$ cat src/rtl/alu_pkg.sv
// Shared types and constants of the CPU arithmetic, logic and shift unit.
// Assumes a single clock domain and operands already read from the register file.
package alu_pkg;

  // Operation codes presented by the instruction decoder.
  typedef enum logic [4:0] {
    op_add, op_sub, add_with_carry_op, subtract_with_carry_op,
    count_up_op, count_down_op, word_step_add_op, word_step_subtract_op,
    bcd_adjust_after_add, bcd_adjust_after_sub,
    unsigned_multiply_8x8, unsigned_divide_16by8,
    compare_op, twos_complement_op,
    op_and, op_or, op_xor, op_not,
    arith_shift_left, arith_shift_right, logic_shift_left, logic_shift_right,
    rotate_left, rotate_right, rotate_left_through_carry, rotate_right_through_carry
  } alu_op_t;

  // Flag positions inside the condition flags register.
  localparam int FLAG_C_POS = 0;
  localparam int FLAG_V_POS = 1;
  localparam int FLAG_Z_POS = 2;
  localparam int FLAG_N_POS = 3;
  localparam int FLAG_H_POS = 5;

  // Register map of the flag port and values after reset.
  localparam logic [3:0] FLAGS_ADDR  = 4'h0;
  localparam logic [7:0] FLAGS_RESET = 8'h00;

  // Decimal adjust constants.
  localparam logic [7:0] BCD_LO_FIX  = 8'h06;
  localparam logic [7:0] BCD_HI_FIX  = 8'h60;
  localparam logic [3:0] BCD_NIB_MAX = 4'h9;
  localparam logic [7:0] BCD_MAX     = 8'h99;

  // Result of the shared adder.
  typedef struct packed {
    logic [15:0] res;
    logic        c;
    logic        h;
    logic        v;
  } arith_t;

  // Condition flags held by the unit.
  typedef struct packed {
    logic n;
    logic z;
    logic v;
    logic c;
    logic h;
  } flags_t;

endpackage

$ cat src/rtl/cpu_arith_logic_shift_unit.sv
// Arithmetic, logic and shift datapath with its condition flags register.
// Assumes the decoder supplies operands and one-cycle start pulses; results return one cycle later.
`timescale 1ns/1ps
module cpu_arith_logic_shift_unit
  import alu_pkg::*;
#(
  parameter int BUS_AW = 4
) (
  input  wire logic              mclk,
  input  wire logic              reset,
  input  wire logic              clk_en,
  input  wire logic              start,
  input  wire alu_op_t           op,
  input  wire logic              word_size,
  input  wire logic              use_imm,
  input  wire logic              step_two,
  input  wire logic [15:0]       dest_register,
  input  wire logic [15:0]       source_register,
  input  wire logic [7:0]        imm,
  input  wire logic [BUS_AW-1:0] bus_addr,
  input  wire logic [7:0]        bus_wdata,
  input  wire logic              bus_wr,
  input  wire logic              bus_rd,
  output logic [7:0]             bus_rdata,
  output logic                   done,
  output logic                   result_we,
  output logic                   result_word,
  output logic                   refused,
  output logic [15:0]            result,
  output logic [7:0]             condition_flags_register
);

  // The flag address must fit the bus.
  if (BUS_AW < 4) begin : g_bad_aw
    $error("BUS_AW must be at least 4");
  end

  // Whole state of the unit.
  typedef struct packed {
    logic        done;
    logic        we;
    logic        word;
    logic        refused;
    logic [15:0] result;
    flags_t      flags;
    logic [7:0]  rdata;
  } state_t;

  state_t st;
  state_t next_st;

  // Shared adder; subtract inverts the addend and reports borrow as carry.
  function automatic arith_t add_core(input logic [15:0] a, input logic [15:0] b,
                                      input logic cin, input logic sub, input logic word);
    arith_t      r;
    logic [15:0] bb;
    logic        ci;
    logic [16:0] s17;
    logic [12:0] s13;
    logic [8:0]  s9;
    logic [4:0]  s5;
    bb  = sub ? ~b : b;
    ci  = cin ^ sub;
    s17 = {1'b0, a} + {1'b0, bb} + {16'h0000, ci};
    s13 = {1'b0, a[11:0]} + {1'b0, bb[11:0]} + {12'h000, ci};
    s9  = {1'b0, a[7:0]} + {1'b0, bb[7:0]} + {8'h00, ci};
    s5  = {1'b0, a[3:0]} + {1'b0, bb[3:0]} + {4'h0, ci};
    if (word) begin
      r.res = s17[15:0];
      r.c   = s17[16] ^ sub;
      r.h   = s13[12] ^ sub;
      r.v   = (a[15] == bb[15]) && (s17[15] != a[15]);
    end else begin
      r.res = {8'h00, s9[7:0]};
      r.c   = s9[8] ^ sub;
      r.h   = s5[4] ^ sub;
      r.v   = (a[7] == bb[7]) && (s9[7] != a[7]);
    end
    return r;
  endfunction

  // Sign of a result of the given size.
  function automatic logic sign_of(input logic [15:0] r, input logic word);
    return word ? r[15] : r[7];
  endfunction

  // Zero test of a result of the given size.
  function automatic logic zero_of(input logic [15:0] r, input logic word);
    return word ? (r == 16'h0000) : (r[7:0] == 8'h00);
  endfunction

  // Immediate data is only legal for the byte forms that the decoder can encode.
  function automatic logic imm_ok(input alu_op_t o, input logic word);
    case (o)
      op_add, compare_op:                        return !word;
      add_with_carry_op, subtract_with_carry_op: return 1'b1;
      op_and, op_or, op_xor:                     return 1'b1;
      default:                                   return 1'b0;
    endcase
  endfunction

  // Word size is only meaningful for these operations.
  function automatic logic word_ok(input alu_op_t o);
    case (o)
      op_add, op_sub, compare_op:                  return 1'b1;
      word_step_add_op, word_step_subtract_op:     return 1'b1;
      unsigned_multiply_8x8, unsigned_divide_16by8: return 1'b1;
      default:                                     return 1'b0;
    endcase
  endfunction

  // Operands and shared arithmetic results.
  logic [7:0]  a8;
  logic [7:0]  b8;
  logic [15:0] b16;
  logic        is_word;
  logic        legal;
  arith_t      ar;
  logic [7:0]  sh;
  logic        sh_out;
  logic [7:0]  bcd;
  logic        bcd_c;
  logic [15:0] quot;
  logic [15:0] rem;

  // Operand selection; word forms always come from registers.
  always_comb begin
    a8      = dest_register[7:0];
    b8      = use_imm ? imm : source_register[7:0];
    b16     = use_imm ? {8'h00, imm} : source_register;
    is_word = word_size && (op == op_add || op == op_sub || op == compare_op);
    legal   = (!use_imm || imm_ok(op, word_size)) && (!word_size || word_ok(op));
  end

  // One adder serves every add, subtract, compare, count and negate form except the word steps.
  always_comb begin
    case (op)
      op_add:                 ar = add_core(dest_register, b16, 1'b0, 1'b0, is_word);
      op_sub, compare_op:     ar = add_core(dest_register, b16, 1'b0, 1'b1, is_word);
      add_with_carry_op:      ar = add_core({8'h00, a8}, {8'h00, b8}, st.flags.c, 1'b0, 1'b0);
      subtract_with_carry_op: ar = add_core({8'h00, a8}, {8'h00, b8}, st.flags.c, 1'b1, 1'b0);
      count_up_op:            ar = add_core({8'h00, a8}, 16'h0001, 1'b0, 1'b0, 1'b0);
      count_down_op:          ar = add_core({8'h00, a8}, 16'h0001, 1'b0, 1'b1, 1'b0);
      twos_complement_op:     ar = add_core(16'h0000, {8'h00, a8}, 1'b0, 1'b1, 1'b0);
      default:                ar = add_core(16'h0000, 16'h0000, 1'b0, 1'b0, 1'b0);
    endcase
  end

  // Single-bit shifts and rotates; the bit leaving the byte is kept for carry.
  always_comb begin
    sh     = a8;
    sh_out = 1'b0;
    case (op)
      arith_shift_left, logic_shift_left: begin
        sh     = {a8[6:0], 1'b0};
        sh_out = a8[7];
      end
      arith_shift_right: begin
        sh     = {a8[7], a8[7:1]};
        sh_out = a8[0];
      end
      logic_shift_right: begin
        sh     = {1'b0, a8[7:1]};
        sh_out = a8[0];
      end
      rotate_left: begin
        sh     = {a8[6:0], a8[7]};
        sh_out = a8[7];
      end
      rotate_right: begin
        sh     = {a8[0], a8[7:1]};
        sh_out = a8[0];
      end
      rotate_left_through_carry: begin
        sh     = {a8[6:0], st.flags.c};
        sh_out = a8[7];
      end
      rotate_right_through_carry: begin
        sh     = {st.flags.c, a8[7:1]};
        sh_out = a8[0];
      end
      default: begin
        sh     = a8;
        sh_out = 1'b0;
      end
    endcase
  end

  // Decimal adjust from the half-carry and carry left by the previous byte operation.
  always_comb begin
    bcd   = a8;
    bcd_c = st.flags.c;
    if (op == bcd_adjust_after_add) begin
      if (st.flags.c || a8 > BCD_MAX) begin
        bcd   = bcd + BCD_HI_FIX;
        bcd_c = 1'b1;
      end
      if (st.flags.h || a8[3:0] > BCD_NIB_MAX) begin
        bcd = bcd + BCD_LO_FIX;
      end
    end else begin
      if (st.flags.c) begin
        bcd = bcd - BCD_HI_FIX;
      end
      if (st.flags.h) begin
        bcd = bcd - BCD_LO_FIX;
      end
    end
  end

  // Divider; a zero divisor is guarded so the operator never sees it.
  always_comb begin
    if (source_register[7:0] == 8'h00) begin
      quot = 16'hFFFF;
      rem  = dest_register;
    end else begin
      quot = dest_register / {8'h00, source_register[7:0]};
      rem  = dest_register % {8'h00, source_register[7:0]};
    end
  end

  // Next state: operation results, flags and the flag port.
  always_comb begin
    next_st         = st;
    next_st.done    = 1'b0;
    next_st.we      = 1'b0;
    next_st.refused = 1'b0;
    next_st.rdata   = 8'h00;
    // A software write to the flags comes first so a same-cycle operation overrides the flags that it updates.
    if (bus_wr && bus_addr == BUS_AW'(FLAGS_ADDR)) begin
      next_st.flags.c = bus_wdata[FLAG_C_POS];
      next_st.flags.v = bus_wdata[FLAG_V_POS];
      next_st.flags.z = bus_wdata[FLAG_Z_POS];
      next_st.flags.n = bus_wdata[FLAG_N_POS];
      next_st.flags.h = bus_wdata[FLAG_H_POS];
    end
    if (bus_rd && bus_addr == BUS_AW'(FLAGS_ADDR)) begin
      next_st.rdata = condition_flags_register;
    end
    if (start) begin
      next_st.done = 1'b1;
      next_st.word = is_word;
      if (!legal) begin
        next_st.refused = 1'b1;
      end else begin
        case (op)
          op_add, op_sub, compare_op, twos_complement_op: begin
            // Compare keeps the previous result, so only the flags report its outcome.
            if (op != compare_op) begin
              next_st.result = ar.res;
            end
            next_st.we      = (op != compare_op);
            next_st.flags.n = sign_of(ar.res, is_word);
            next_st.flags.z = zero_of(ar.res, is_word);
            next_st.flags.v = ar.v;
            next_st.flags.c = ar.c;
            next_st.flags.h = ar.h;
          end
          add_with_carry_op, subtract_with_carry_op: begin
            // Zero only stays set, so a multi-byte chain tests zero across all bytes.
            next_st.result  = ar.res;
            next_st.we      = 1'b1;
            next_st.flags.n = ar.res[7];
            next_st.flags.z = st.flags.z & zero_of(ar.res, 1'b0);
            next_st.flags.v = ar.v;
            next_st.flags.c = ar.c;
            next_st.flags.h = ar.h;
          end
          count_up_op, count_down_op: begin
            // Carry is left alone so counters can sit inside carry chains.
            next_st.result  = ar.res;
            next_st.we      = 1'b1;
            next_st.flags.n = ar.res[7];
            next_st.flags.z = zero_of(ar.res, 1'b0);
            next_st.flags.v = ar.v;
          end
          word_step_add_op: begin
            next_st.result = dest_register + (step_two ? 16'h0002 : 16'h0001);
            next_st.we     = 1'b1;
            next_st.word   = 1'b1;
          end
          word_step_subtract_op: begin
            next_st.result = dest_register - (step_two ? 16'h0002 : 16'h0001);
            next_st.we     = 1'b1;
            next_st.word   = 1'b1;
          end
          bcd_adjust_after_add, bcd_adjust_after_sub: begin
            next_st.result  = {8'h00, bcd};
            next_st.we      = 1'b1;
            next_st.flags.n = bcd[7];
            next_st.flags.z = (bcd == 8'h00);
            next_st.flags.c = bcd_c;
          end
          unsigned_multiply_8x8: begin
            next_st.result = {8'h00, a8} * {8'h00, source_register[7:0]};
            next_st.we     = 1'b1;
            next_st.word   = 1'b1;
          end
          unsigned_divide_16by8: begin
            // Remainder in the upper byte, quotient in the lower; a zero divisor writes nothing.
            if (source_register[7:0] != 8'h00) begin
              next_st.result = {rem[7:0], quot[7:0]};
            end
            next_st.we      = (source_register[7:0] != 8'h00);
            next_st.word    = 1'b1;
            next_st.flags.n = source_register[7];
            next_st.flags.z = (source_register[7:0] == 8'h00);
          end
          op_and, op_or, op_xor, op_not: begin
            case (op)
              op_and:  next_st.result = {8'h00, a8 & b8};
              op_or:   next_st.result = {8'h00, a8 | b8};
              op_xor:  next_st.result = {8'h00, a8 ^ b8};
              default: next_st.result = {8'h00, ~a8};
            endcase
            next_st.we      = 1'b1;
            next_st.flags.n = next_st.result[7];
            next_st.flags.z = zero_of(next_st.result, 1'b0);
            next_st.flags.v = 1'b0;
          end
          default: begin
            next_st.result  = {8'h00, sh};
            next_st.we      = 1'b1;
            next_st.flags.n = sh[7];
            next_st.flags.z = (sh == 8'h00);
            next_st.flags.c = sh_out;
            next_st.flags.v = (op == arith_shift_left) ? (a8[7] ^ a8[6]) : 1'b0;
          end
        endcase
      end
    end
  end

  // Register the whole state; a low clock enable freezes everything except reset.
  always_ff @(posedge mclk) begin
    if (reset) begin
      st <= '0;
    end else if (clk_en) begin
      st <= next_st;
    end
  end

  // Outputs straight from state flip-flops.
  assign done        = st.done;
  assign result_we   = st.we;
  assign result_word = st.word;
  assign refused     = st.refused;
  assign result      = st.result;
  assign bus_rdata   = st.rdata;

  // Flag register image; unused bits read zero.
  always_comb begin
    condition_flags_register             = FLAGS_RESET;
    condition_flags_register[FLAG_C_POS] = st.flags.c;
    condition_flags_register[FLAG_V_POS] = st.flags.v;
    condition_flags_register[FLAG_Z_POS] = st.flags.z;
    condition_flags_register[FLAG_N_POS] = st.flags.n;
    condition_flags_register[FLAG_H_POS] = st.flags.h;
  end

endmodule // cpu_arith_logic_shift_unit

$ cat config.mk
export PLATFORM = sky130hd
export DESIGN_NAME = cpu_arith_logic_shift_unit
export DESIGN_NICKNAME = d
export VERILOG_FILES = /design/src/rtl/alu_pkg.sv /design/src/rtl/cpu_arith_logic_shift_unit.sv
export SDC_FILE = /design/constraint.sdc
export NUM_CORES = 1
export LEC_CHECK = 0
export BUFFER_PORTS_ARGS = -buffer_cell sky130_fd_sc_hd__buf_2
export CELL_PAD_IN_SITES_DETAIL_PLACEMENT = 1
export CELL_PAD_IN_SITES_GLOBAL_PLACEMENT = 1
export CORE_ASPECT_RATIO = 2
export CORE_MARGIN = 3
export CORE_UTILIZATION = 47
export CTS_CLUSTER_DIAMETER = 40
export CTS_CLUSTER_SIZE = 24
export DETAILED_ROUTE_END_ITERATION = 7
export HOLD_SLACK_MARGIN = 0.05
export PLACE_DENSITY = 0.92
export SYNTH_ARGS = -nofsm -noshare
export SYNTH_HDL_FRONTEND = slang
export SYNTH_SLANG_ARGS = --single-unit
$ cat constraint.sdc
create_clock -name mclk -period 59.4 [get_ports mclk]
set_clock_uncertainty 0.15 [all_clocks]
set_input_delay 17.82 -clock mclk [delete_from_list [all_inputs] [get_ports mclk]]
set_output_delay 17.82 -clock mclk [all_outputs]
set_load 0.03 [all_outputs]
==> impl_metrics.xml <==
<?xml version="1.0" encoding="UTF-8"?>
<metrics>
  <group name="timing">
    <metric name="timing.hold.ws" unit="ps">331.1</metric>
    <metric name="final-max-slew-violation-count" unit="">5</metric>
    <metric name="setup_viol_count_final" unit="">0</metric>
    <metric name="timing.final.crit_period" unit="ps">55730</metric>
    <metric name="timing.final.hold_violations" unit="">0</metric>
    <metric name="tightestPinTransition" unit="ps">1516</metric>
    <metric name="finalWorstSetupSlack" unit="ps">3669</metric>
    <metric name="totalNegativeSetupSlack" unit="ps">0</metric>
    <metric name="max_freq" unit="MHz">17.94</metric>
    <metric name="min_period_over_period" unit="">0.9382</metric>
    <metric name="relSlewSlack" unit="">-0.02131</metric>
    <metric name="setup_repair_after_global_routing_missed_its_margin" unit="">false</metric>
  </group>
  <group name="setup_path">
    <metric name="setup.worst_path.end_class" unit="">flop</metric>
    <metric name="cpPeakStageDelay" unit="ps">870</metric>
    <metric name="arrival_time_at_the_worst_endpoint" unit="ps">55730</metric>
    <metric name="critical_path_buf_inv_count" unit="">5</metric>
    <metric name="crit_type" unit="">primary input to flop</metric>
    <metric name="slowest_stage" unit="">a2111oi_4</metric>
    <metric name="crit_required" unit="ps">59400</metric>
    <metric name="critical-path-top-delay-family" unit="">compound AO/OA/AOI/OAI gates</metric>
    <metric name="cp-start-kind" unit="">primary input</metric>
    <metric name="critical-path-top-cell-by-count" unit="">o21a_1</metric>
    <metric name="worstPathMaxFanout" unit="">19</metric>
  </group>
  <group name="clock_network">
    <metric name="maximum_clock_insertion_buffer_count" unit="">2</metric>
    <metric name="clock_tree_from_tritoncts" unit="">built</metric>
    <metric name="holdBufCountCts" unit="">0</metric>
    <metric name="cts_post_setup_buffers_inserted" unit="">0</metric>
    <metric name="cts_inserted_buffers" unit="">5</metric>
    <metric name="cts_repair_resize_count" unit="">0</metric>
    <metric name="clk_pin_slew_worst_paths" unit="ps">50</metric>
    <metric name="number_of_sinks_driven_by_the_clock_tree" unit="">30</metric>
    <metric name="cts_max_level" unit="">2</metric>
    <metric name="clock_insertion_delay_worst_skew" unit="ps">280</metric>
    <metric name="ctsRootBufferMaster" unit="">clkbuf_16</metric>
  </group>
  <group name="floorplanning">
    <metric name="die_outline_area" unit="um^2">32570</metric>
    <metric name="coreArea" unit="um^2">29730</metric>
    <metric name="start_util" unit="">0.4793</metric>
    <metric name="floorplan.rows" unit="">89</metric>
    <metric name="die_w" unit="um">129.1</metric>
    <metric name="io_pins" unit="">102</metric>
    <metric name="die-height" unit="um">252.3</metric>
  </group>
  <group name="routing">
    <metric name="detailroute.via_count" unit="">17300</metric>
    <metric name="avgViaCountPerCell" unit="">7.164</metric>
    <metric name="detailedRoute.firstIterationViolations" unit="">1164</metric>
    <metric name="wirelength" unit="um">64540</metric>
    <metric name="wire_per_inst" unit="um">26.72</metric>
    <metric name="detail_route.drc_violations" unit="">0</metric>
    <metric name="final_antenna_net_count" unit="">0</metric>
    <metric name="detail_route.first_pass.iterations" unit="">5</metric>
  </group>
  <group name="layout">
    <metric name="regArea" unit="um^2">600.6</metric>
    <metric name="layout.filler_cells" unit="">3939</metric>
    <metric name="final_layout_size_suffix_gt1_frac" unit="">0.09570</metric>
    <metric name="syn_to_final_growth" unit="%">6.409</metric>
    <metric name="fin_util" unit="">0.5100</metric>
    <metric name="area_used_by_multi_input_combinational_logic" unit="um^2">12760</metric>
    <metric name="fin_nets" unit="">2368</metric>
  </group>
  <group name="global_routing">
    <metric name="grt_first_pass_wirelength" unit="um">100900</metric>
    <metric name="first_global_vias" unit="">19010</metric>
    <metric name="grt_max_degree" unit="">69</metric>
    <metric name="antenna_found_initial" unit="">5</metric>
    <metric name="gr_ovfl_total" unit="">0</metric>
    <metric name="globalRouteTotalUtil" unit="">0.3905</metric>
  </group>
  <group name="yosys">
    <metric name="synthesized_area_fraction_occupied_by_ao_oa_aoi_and_oai_cells" unit="">0.3298</metric>
    <metric name="netlist_instances" unit="">2013</metric>
    <metric name="synth_top_cell_area_share" unit="">0.1844</metric>
    <metric name="yosys_reg_bits" unit="">30</metric>
    <metric name="sequential_cell_area_fraction_in_the_yosys_report" unit="">0.04214</metric>
    <metric name="synth.mux.area_fraction" unit="">0.04697</metric>
    <metric name="post_synth_fa_ha_maj_area_fraction" unit="">0.2462</metric>
    <metric name="most_frequent_cell_after_synthesis" unit="">nor2_1</metric>
    <metric name="synth.area.top_cells" unit="">ha_1 18%, fa_1 6.2%, a21oi_1 5.8%, nor2_1 5.7%, nand2_1 4.7%</metric>
    <metric name="avgSynthCellArea" unit="um^2">7.080</metric>
    <metric name="asyncSetResetFlopFracSynth" unit="">0</metric>
    <metric name="synth-xor-area-share" unit="">0.04732</metric>
    <metric name="post_synth_most_frequent_cells" unit="">215 x nor2_1, 210 x ha_1, 178 x nand2_1, 164 x a21oi_1, 140 x inv_1</metric>
    <metric name="synth_top_area_cell" unit="">ha_1</metric>
    <metric name="largest_family_of_logic_cells_by_synthesized_area" unit="">compound AO/OA/AOI/OAI gates</metric>
    <metric name="post_synth_instance_area" unit="um^2">14250</metric>
    <metric name="synth_cell_types" unit="">94</metric>
    <metric name="yosys.area_share.simple" unit="">0.2228</metric>
    <metric name="synth_top_flop_cell" unit="">dfxtp_1</metric>
    <metric name="post_synth_edffs" unit="">0</metric>
    <metric name="yosysWarningCount" unit="">0</metric>
  </group>
  <group name="min_path">
    <metric name="min_path_type" unit="">flop to flop</metric>
  </group>
  <group name="place">
    <metric name="numPortBuffers" unit="">92</metric>
    <metric name="routabilityCongestion" unit="">1.050</metric>
    <metric name="dpl_worst_slack" unit="ps">4287</metric>
    <metric name="dp_hpwl" unit="um">49940</metric>
  </group>
  <group name="outcome">
    <metric name="status" unit="">finished with violations</metric>
    <metric name="violations" unit="">max-capacitance violations, max-slew violations</metric>
  </group>
  <group name="job">
    <metric name="maxCapViolations" unit="">2</metric>
  </group>
</metrics>
flip-flops by register name (all words and copies together), names as in the netlist:
register / cells
result: 16
result_we: 1
refused: 1
result_word: 1
condition_flags_register: 5
done: 1
bus_rdata: 5
cells in the final DEF, fill, tap and decap left out, drive strengths merged, types with 41 or more instances in the layout:
cell type / count
nor2: 215
ha: 210
nand2: 178
a21oi: 164
inv: 141
o21ai: 118
buf: 115
nor3: 68
o21a: 56
xnor2: 51
fa: 44
a21o: 41
through the flow:
step	cells	cell area (um^2)
2_1_floorplan	2018	14270
4_1_cts	2412	15160
3_5_place_dp	2405	14990
6_report	2415	15160
3_3_place_gp	2405	14990
5_1_grt	2413	15160
final timing paths:
check | endpoint | slack [ps] | from | cells after the start
worst max-delay path | result[14] | 3670 | dest_register[7] | 140
worst min-delay path | refused | 330 | refused | 2
worst max register to register | condition_flags_register[3] | 54150 | condition_flags_register[0] | 17
worst min register to register | refused | 330 | refused | 2
cell families after synthesis:
logic type,count (synthesis)
simple gates,670
buf+inv,236
mux,62
other cells,1
flops,30
compound gates,683
fa+ha+maj,254
xor+xnor,77
layout make-up:
type | count | share of cell area
multi-input cells | 1752 | 0.8413
clock inverters | 1 | 0.001980
flip-flops and latches | 30 | 0.03960
well taps | 364 | 0.03003
clock buffers | 6 | 0.009158
inverters | 144 | 0.03564
diodes | 3 | 0.0004951
repair buffers | 115 | 0.04175
per-layer routing:
layer | up-vias | track usage | share of wire
met4 | 2 | 0.3914 | 0.13
li1 | 7472 | - | -
met3 | 555 | 0.1005 | 0.074
met2 | 960 | 0.6836 | 0.50
met5 | - | 0 | 0.00020
met1 | 8312 | 0.3448 | 0.30
worst register-to-register path, cell delays in order (launching register included):
cell and delay (ps):
dfxtp_1 780, fa_1 390, a21oi_1 90, o21ai_0 360, a21oi_1 130, nor2_1 110, nor2_1 60, o21ai_0 170
nand2_1 80, nand2_1 140, nor2_1 60, a21oi_1 210, a222oi_1 100, o21ai_0 1180, a211oi_1 400, o2111ai_1 330
o32ai_1 130, a211oi_1 280
Power is not shown: default switching activity piles up to over one toggle a cycle in this logic, so the estimate is an artifact.
